===== config.mk =====
export PLATFORM = sky130hd
export DESIGN_NAME = toggle_relay_set_reset
export DESIGN_NICKNAME = d
export VERILOG_FILES = /design/src/rtl/toggle_relay_pkg.sv /design/src/rtl/toggle_relay_set_reset.sv /design/src/rtl/trigger_edge_detect.sv
export VERILOG_INCLUDE_DIRS = /design/src /design/src/rtl
export SDC_FILE = /design/constraint.sdc
export NUM_CORES = 1
export LEC_CHECK = 0
export BUFFER_PORTS_ARGS = -buffer_cell sky130_fd_sc_hd__buf_2
export CORE_AREA = 2 2 39 41
export CTS_BUF_LIST = sky130_fd_sc_hd__clkbuf_2 sky130_fd_sc_hd__clkbuf_4 sky130_fd_sc_hd__clkbuf_8
export CTS_CLUSTER_SIZE = 10
export DETAILED_ROUTE_END_ITERATION = 10
export DIE_AREA = 0 0 41 43
export GPL_ROUTABILITY_DRIVEN = 0
export PLACE_DENSITY = 0.45
export SYNTH_ARGS = -nofsm -noshare
export SYNTH_HDL_FRONTEND = slang
export SYNTH_SLANG_ARGS = --single-unit

===== constraint.sdc =====
create_clock -name sys_clk_in -period 1.4 [get_ports sys_clk_in]
set_input_delay 0.28 -clock sys_clk_in [delete_from_list [all_inputs] [get_ports sys_clk_in]]
set_output_delay 0.28 -clock sys_clk_in [all_outputs]
set_load 0.01 [all_outputs]

===== src/rtl/toggle_relay_consts.svh =====
`ifndef TOGGLE_RELAY_CONSTS_SVH
`define TOGGLE_RELAY_CONSTS_SVH

// reset values (relay output also after a non-retentive restart) and the set and clear levels
`define RELAY_OUT_RESET    1'h0
`define TRIG_SAMPLE_RESET  1'h0
`define RELAY_SET_LEVEL    1'h1
`define RELAY_CLEAR_LEVEL  1'h0

`endif


===== src/rtl/toggle_relay_pkg.sv =====
package toggle_relay_pkg;

  // which input wins while set and clear are both active
  typedef enum logic [0:0] {
    clear_priority_mode = 1'b0,
    set_priority_mode   = 1'b1
  } priority_mode_t;

  // whether the relay state survives a power loss
  typedef enum logic [0:0] {
    retain_off = 1'b0,
    retain_on  = 1'b1
  } retain_mode_t;

  typedef struct packed {
    logic last_trig;
  } edge_state_t;

  typedef struct packed {
    logic relay;
    logic rise_seen;
  } relay_state_t;

endpackage


===== src/rtl/toggle_relay_set_reset.sv =====
`timescale 1ns/1ps
`include "toggle_relay_consts.svh"

module toggle_relay_set_reset (
  // clock and reset
  input  wire logic                            sys_clk_in,
  input  wire logic                            reset_in,
  // program cycle and restart
  input  wire logic                            eval_in,
  input  wire logic                            restart_in,
  input  wire logic                            restore_value_in,
  // configuration
  input  wire toggle_relay_pkg::priority_mode_t priority_mode_in,
  input  wire toggle_relay_pkg::retain_mode_t   retain_mode_in,
  // function inputs
  input  wire logic                            trig_in,
  input  wire logic                            set_in,
  input  wire logic                            clear_in,
  // outputs
  output logic                                 relay_out,
  output logic                                 saved_value_out,
  output logic                                 toggled_out
);
  import toggle_relay_pkg::*;

  relay_state_t st;
  relay_state_t next_st;
  logic         rise;
  logic         last_trig;
  logic         any_force;

  ////////////////////////////////////////////////////////////////////////
  // trigger edge detection

  trigger_edge_detect u_edge (
    .sys_clk_in    (sys_clk_in),
    .reset_in      (reset_in),
    .eval_in       (eval_in),
    .trig_in       (trig_in),
    .rise_out      (rise),
    .last_trig_out (last_trig)
  );

  assign any_force = set_in | clear_in;

  ////////////////////////////////////////////////////////////////////////
  // next state

  always_comb begin
    next_st           = st;
    next_st.rise_seen = 1'h0;
    if (restart_in) begin
      // restart takes the whole cycle; no relay evaluation in it, but eval_in still updates the trigger sample
      case (retain_mode_in)
        retain_on: begin
          next_st.relay = restore_value_in;
        end
        retain_off: begin
          next_st.relay = `RELAY_OUT_RESET;
        end
        default: begin
          next_st.relay = `RELAY_OUT_RESET;
        end
      endcase
    end else if (eval_in) begin
      if (set_in && clear_in) begin
        case (priority_mode_in)
          set_priority_mode: begin
            next_st.relay = `RELAY_SET_LEVEL;
          end
          clear_priority_mode: begin
            next_st.relay = `RELAY_CLEAR_LEVEL;
          end
          default: begin
            next_st.relay = `RELAY_CLEAR_LEVEL;
          end
        endcase
      end else if (set_in) begin
        next_st.relay = `RELAY_SET_LEVEL;
      end else if (clear_in) begin
        next_st.relay = `RELAY_CLEAR_LEVEL;
      end else if (rise) begin
        // forcing inputs are checked first so the edge is lost
        next_st.relay     = ~st.relay;
        next_st.rise_seen = 1'h1;
      end
    end
    if (reset_in) begin
      next_st.relay     = `RELAY_OUT_RESET;
      next_st.rise_seen = 1'h0;
    end
  end

  always_ff @(posedge sys_clk_in) begin
    st <= next_st;
  end

  // the saved copy is what nonvolatile storage should capture
  assign relay_out       = st.relay;
  assign saved_value_out = st.relay;
  assign toggled_out     = st.rise_seen;
endmodule // toggle_relay_set_reset


===== src/rtl/trigger_edge_detect.sv =====
`timescale 1ns/1ps
`include "toggle_relay_consts.svh"

module trigger_edge_detect (
  // clock and reset
  input  wire logic sys_clk_in,
  input  wire logic reset_in,
  // program cycle and trigger
  input  wire logic eval_in,
  input  wire logic trig_in,
  // detected edge
  output logic      rise_out,
  output logic      last_trig_out
);
  import toggle_relay_pkg::*;

  edge_state_t st;
  edge_state_t next_st;

  ////////////////////////////////////////////////////////////////////////
  // sample once per program cycle; compare against the previous sample
  always_comb begin
    next_st = st;
    if (eval_in) begin
      next_st.last_trig = trig_in;
    end
    if (reset_in) begin
      next_st.last_trig = `TRIG_SAMPLE_RESET;
    end
  end

  always_ff @(posedge sys_clk_in) begin
    st <= next_st;
  end

  // combinational so the output can react in the same program cycle
  assign rise_out      = eval_in & trig_in & ~st.last_trig;
  assign last_trig_out = st.last_trig;
endmodule // trigger_edge_detect

==> impl_metrics.env, run 1 <==
export IMPL_synth_seq_cells=3
export IMPL_cts_sinks=3
export IMPL_period_share_pct=77.8
export IMPL_synthTopCellsByCount="dfxtp_1, nor2_1, nand2_1"
export IMPL_die_h_um=43
export IMPL_ctsResizeCount=0
export IMPL_critical_path_buf_inv_count=1
export IMPL_synth_cell_types=13
export IMPL_path_class="reg -> out"
export IMPL_crit_path_end_kind="primary output"
export IMPL_fin_skew_ps=0.512
export IMPL_syn_nets=28
export IMPL_wl_um=511
export IMPL_via_per_inst=4.10
export IMPL_fp_coreArea_sq_um=1380
export IMPL_grt_util_all_layers_pct=7.72
export IMPL_vias=201
export IMPL_slew_viol_final=0
export IMPL_synth_edff_count=0
export IMPL_cts_max_level=1
export IMPL_synthCells=18
export IMPL_drive_gt1_share_pct=54.5
export IMPL_start_util_pct=12.2
export IMPL_maxSlewHeadroom_pct=80.9
export IMPL_use_met1_pct=9.62
export IMPL_worst_endpoint_required_ps=1120
export IMPL_max_cap_viol_count=0
export IMPL_antennaDiodeCount=0
export IMPL_ctsHoldBuffers=0
export IMPL_period_needed_ps=1090
export IMPL_path_max_fanout=5
export IMPL_worst_pin_slew_ps=284
export IMPL_root_buffer="clkbuf_4"
export IMPL_finalNetCount=44
export IMPL_worstReg2RegEnd="relay_out$_SDFFE_PP0P_"
export IMPL_ant_nets=0
export IMPL_yosysWarnings=0
export IMPL_io_pin_count=13
export IMPL_syn_area_sq_um=169
export IMPL_areaGrowthSynthToFinish_pct=60.7
export IMPL_tritoncts="yes"
export IMPL_setup_viol=0
export IMPL_grt_util_met2_pct=7.50
export IMPL_grtUsageMet3_pct=9.42
export IMPL_synth_top_area_share_pct=35.6
export IMPL_design_die_area_sq_um=1760
export IMPL_grt_overflow_total=0
export IMPL_drt_iter0_markers=2
export IMPL_min_path_type="in -> reg"
export IMPL_r2r_cells=3
export IMPL_rows=14
export IMPL_critical_path_max_stage_delay_ps=400
export IMPL_powerDensity_nw_per_um2=1180
export IMPL_timing_rr_start="u_edge.last_trig_out$_SDFFE_PP0P_"
export IMPL_arrival_ps=810
export IMPL_hold_viol=0
export IMPL_whs_ps=235
export IMPL_drc_errors=0
export IMPL_insertion_delay_ps=240
export IMPL_firstDrtPassIters=2
export IMPL_cp_slowest_cell="dfxtp_1"
export IMPL_clockBufferDepth=2
export IMPL_synth_avg_cell_area_sq_um=9.38
export IMPL_numCtsBuffers=3
export IMPL_p_leak_nw=0.131
export IMPL_hold_depth=2
export IMPL_ys_async_sr_fraction_pct=0
export IMPL_synthTopCellsByArea="dfxtp_1, a221oi_2, nor3b_2, nor2_1, a21bo_1"
export IMPL_dieWidth_um=41
export IMPL_fillers=159
export IMPL_cts_setup_buffers=0
export IMPL_yosysSeqAreaShare_pct=35.6
export IMPL_irDropWorstVdd_uv=544
export IMPL_wl_per_cell_um=10.4
export IMPL_port_buffer_count=12
export IMPL_path_delay_family="flip-flops"
export IMPL_reg2reg_slack_ps=360
export IMPL_start_kind="register"
export IMPL_timing_setup_tns_ps=0
export IMPL_clock_fmax_ghz=0.918
export IMPL_rsz0062_at_grt="false"
export IMPL_grt_pass1_vias=192
export IMPL_synth_top_area_cell="dfxtp_1"
export IMPL_grt_pass1_wl_um=807
export IMPL_grt_max_degree=6
export IMPL_holdPathEnd="toggled_out$_SDFF_PP0_"
export IMPL_grt_busiest_layer="met1"
export IMPL_crit_chain="buf_2"
export IMPL_status="complete, no violations"
export IMPL_hold_start="clear_in"
export IMPL_path_clk_slew_ps=40
export IMPL_ys_flop_type="dfxtp_1"
export IMPL_antenna_found_initial=0
## cell type report
class / count / area [sq um] / area share (%)
clock buffers: 4 / 30.0 / 11.1
multi-input cells: 14 / 101 / 37.3
flip-flops and latches: 3 / 60.1 / 22.1
well taps: 16 / 20.0 / 7.37
repair buffers: 12 / 60.1 / 22.1
## per-layer routing
metal | routed length, um | vias to the layer above
met1 | 256 | 87
met5 | 0 | -
li1 | - | 96
met4 | 0 | 0
met2 | 163 | 18
met3 | 91 | 0
## cells by family after synthesis
group / synth area share, %
simple gates: 29.6
compound gates: 24.4
flops: 35.6
mux: 5.93
buf+inv: 4.45
## flip-flops by register name, summed over array words and instances, names as in the netlist
| register | count |
|---|---|
| relay_out | 1 |
| toggled_out | 1 |
| u_edge.last_trig_out | 1 |
## layout by cell type, fill, tap and decap left out
master    instances
nand2b_1          1
nor3b_2           1
nor4_1            1
clkbuf_4          4
a221oi_2          1
mux2i_1           1
buf_2            12
nand2_1           2
o211ai_1          1
nor2_1            3
a21bo_1           1
dfxtp_1           3
a311oi_1          1
nor2b_1           1
## through the flow
stage                     instances  power (mW)  util [%]  area, sq um  setup WS [ps]
final                            49       0.322      19.6          272            311
after global routing             49       0.343      19.6          272            226
after CTS                        49       0.327      19.6          272            287
after detailed placement         45       0.141      17.5          241            380
after global placement           45       0.141      17.5          241            363
after floorplan                  18       0.118         -          169            440
## power by group
part / leakage [nW] / internal [mW] / switching, mW
logic: 0.0878 / 0.0237 / 0.0219
clock network: 0.0184 / 0.127 / 0.0548
registers: 0.0246 / 0.0900 / 0.00446
total: 0.131 / 0.240 / 0.0812
## how the worst max path moves through the flow
stage / cells past startpoint / to / from / slack, ps
4_1_cts: 1 / saved_value_out / relay_out$_SDFFE_PP0P_ / 290
2_1_floorplan: 3 / relay_out$_SDFFE_PP0P_ / u_edge.last_trig_out$_SDFFE_PP0P_ / 440
5_1_grt: 1 / relay_out / relay_out$_SDFFE_PP0P_ / 230
3_3_place_gp: 3 / relay_out$_SDFFE_PP0P_ / u_edge.last_trig_out$_SDFFE_PP0P_ / 360
3_5_place_dp: 3 / relay_out$_SDFFE_PP0P_ / u_edge.last_trig_out$_SDFFE_PP0P_ / 380
6_report: 1 / saved_value_out / relay_out$_SDFFE_PP0P_ / 310
Power figures use the tool's default switching activity.
==> inputs of run 2 (changes only) <==
ABC_AREA = 1   (was default)
PLACE_DENSITY = 0.48   (was 0.45)
clock period = 0.9 ns   (was 1.4 ns; I/O delays follow)
==> impl_metrics.env, run 2 <==
export IMPL_firstDrtPassIters=1
export IMPL_synth_simple_area_share_pct=43.8
export IMPL_synth_compound_area_share_pct=7.19
export IMPL_grt_pass1_vias=188
export IMPL_hold_viol=0
export IMPL_power_switching_mw=0.116
export IMPL_ant_nets=0
export IMPL_drc_errors=0
export IMPL_dieWidth_um=41
export IMPL_timing_rr_start="u_edge.last_trig_out$_SDFFE_PP0P_"
export IMPL_min_path_type="in -> reg"
export IMPL_mostFrequentLayoutCell="buf_2"
export IMPL_fin_area_sq_um=307
export IMPL_crit_path_end_kind="primary output"
export IMPL_synth_seq_cells=3
export IMPL_grt_overflow_total=0
export IMPL_cp_slowest_cell="dfxtp_2"
export IMPL_wl_per_cell_um=6.77
export IMPL_cp_startpoint="relay_out$_SDFFE_PP0P_"
export IMPL_design_die_area_sq_um=1760
export IMPL_clock_fmax_ghz=1.17
export IMPL_fin_cells=64
export IMPL_antennaDiodeCount=0
export IMPL_synth_edff_count=0
export IMPL_synthTopCellsByArea="dfxtp_1, nand2_1, nand3_1, inv_1, nor2_1"
export IMPL_clock_power_share_pct=53.7
export IMPL_p_leak_nw=0.173
export IMPL_antenna_found_initial=0
export IMPL_synth_cell_types=9
export IMPL_mostFrequentLayoutCells="buf_2, nand2_1, inv_1"
export IMPL_rsz0062_at_grt="true"
export IMPL_ys_flop_type="dfxtp_1"
export IMPL_synth_mux_area_share_pct=0
export IMPL_tritoncts="yes"
export IMPL_seq_power_share_pct=29.9
export IMPL_vias=221
export IMPL_start_util_pct=13.8
export IMPL_dp_cells=60
export IMPL_finalNetCount=59
export IMPL_yosysSeqAreaShare_pct=31.4
export IMPL_yosysWarnings=0
export IMPL_synthCells=33
export IMPL_synth_xor_area_share_pct=0
export IMPL_port_buffer_count=12
export IMPL_path_max_fanout=3
export IMPL_slew_viol_final=0
export IMPL_critical_path_max_stage_delay_ps=330
export IMPL_fp_coreArea_sq_um=1380
export IMPL_start_kind="register"
export IMPL_drt_iter0_markers=0
export IMPL_grt_util_all_layers_pct=6.51
export IMPL_setup_viol=0
export IMPL_grt_max_degree=5
export IMPL_crit_chain="buf_2"
export IMPL_worst_endpoint_required_ps=720
export IMPL_die_h_um=43
export IMPL_clockBufferDepth=2
export IMPL_insertion_delay_ps=230
export IMPL_io_pin_count=13
export IMPL_path_delay_family="flip-flops"
export IMPL_period_needed_ps=858
export IMPL_numCtsBuffers=3
export IMPL_power_switching_share_pct=23.6
export IMPL_dpl_cell_area_sq_um=264
export IMPL_rows=14
export IMPL_combPwrFrac_pct=16.4
export IMPL_grt_pass1_wl_um=724
export IMPL_max_cap_viol_count=0
export IMPL_ys_async_sr_fraction_pct=0
export IMPL_path_class="reg -> out"
export IMPL_synth_avg_cell_area_sq_um=5.80
export IMPL_p_int_mw=0.374
export IMPL_synthTopCellsByCount="nand2_1, inv_1, nand3_1"
export IMPL_irDropWorstVdd_uv=330
export IMPL_p_total_mw=0.489
export IMPL_cts_max_level=1
export IMPL_syn_area_sq_um=191
export IMPL_drive_gt1_share_pct=45.8
export IMPL_via_per_inst=3.45
export IMPL_synth_top_area_cell="dfxtp_1"
export IMPL_critical_path_buf_inv_count=1
export IMPL_powerDensity_nw_per_um2=1600
export IMPL_synth_most_common_cell="nand2_1"
export IMPL_period_share_pct=95.3
export IMPL_arrival_ps=680
export IMPL_wl_um=433
export IMPL_fin_skew_ps=3.21
export IMPL_synth_top_family_by_area="simple AND/OR/NAND/NOR gates"
export IMPL_synth_top_area_share_pct=31.4
export IMPL_syn_nets=43
export IMPL_path_clk_slew_ps=40
export IMPL_status="complete, no violations"
export IMPL_worst_pin_slew_ps=142
export IMPL_cts_sinks=3
export IMPL_hold_start="reset_in"
export IMPL_whs_ps=126
export IMPL_synthAdderAreaFrac_pct=0
export IMPL_maxSlewHeadroom_pct=90.4
export IMPL_areaGrowthSynthToFinish_pct=60.1
export IMPL_root_buffer="clkbuf_4"
[run 2: area by class of cell]
cell class                 count  area [sq um]
multi-input combinational     22           108
timing repair buffer          12          60.1
tap                           16          20.0
fill                         160          1080
sequential                     3          62.6
inverter                       7          26.3
clock buffer                   4          30.0
[run 2: repair_timing]
| item | 4_1_cts | 5_1_grt |
|---|---|---|
| hold buffers | 0 | 0 |
| gates resized for setup | 1 | 4 |
| cloned | 0 | 0 |
| setup buffers | 0 | 0 |
| setup endpoints to repair | 2 | 3 |
| pin swaps | 0 | 1 |
[run 2: cells by family after synthesis]
family,count (synthesis)
buffers and inverters,8
AND/OR/NAND/NOR,20
flip-flops,3
AO/OA/AOI/OAI,2
[run 2: path summary, 6_finish.rpt]
kind,to,slack (ps),depth (start not counted)
max reg2reg,relay_out$_SDFFE_PP0P_,80,6
min,u_edge.last_trig_out$_SDFFE_PP0P_,130,2
max,saved_value_out,40,1
min reg2reg,u_edge.last_trig_out$_SDFFE_PP0P_,470,2
[run 2: metrics by stage]
stage / util [%] / setup TNS, ps / setup WS, ps
finish: 22.2 / 0 / 42.4
global route: 22.2 / -13.9 / -9.61
CTS: 21.3 / 0 / 17.6
detailed placement: 19.1 / 0 / 43.4
global placement: 19.1 / 0 / 50.0
floorplan: - / 0 / 104
[run 2: power by group through the flow]
stage	combinational, mW	clock (mW)	sequential [mW]
3_3_place_gp	0.0779	0	0.146
3_5_place_dp	0.0769	0	0.147
5_1_grt	0.0928	0.287	0.148
2_1_floorplan	0.0432	0	0.148
6_report	0.0802	0.263	0.146
4_1_cts	0.0772	0.280	0.145
[run 2: routing by layer]
layer	up-vias	global-route usage (%)	part of all wire, %
met3	0	1.57	12
li1	131	-	-
met5	-	0	0
met4	0	8.00	0
met2	10	6.88	42
met1	80	8.95	46
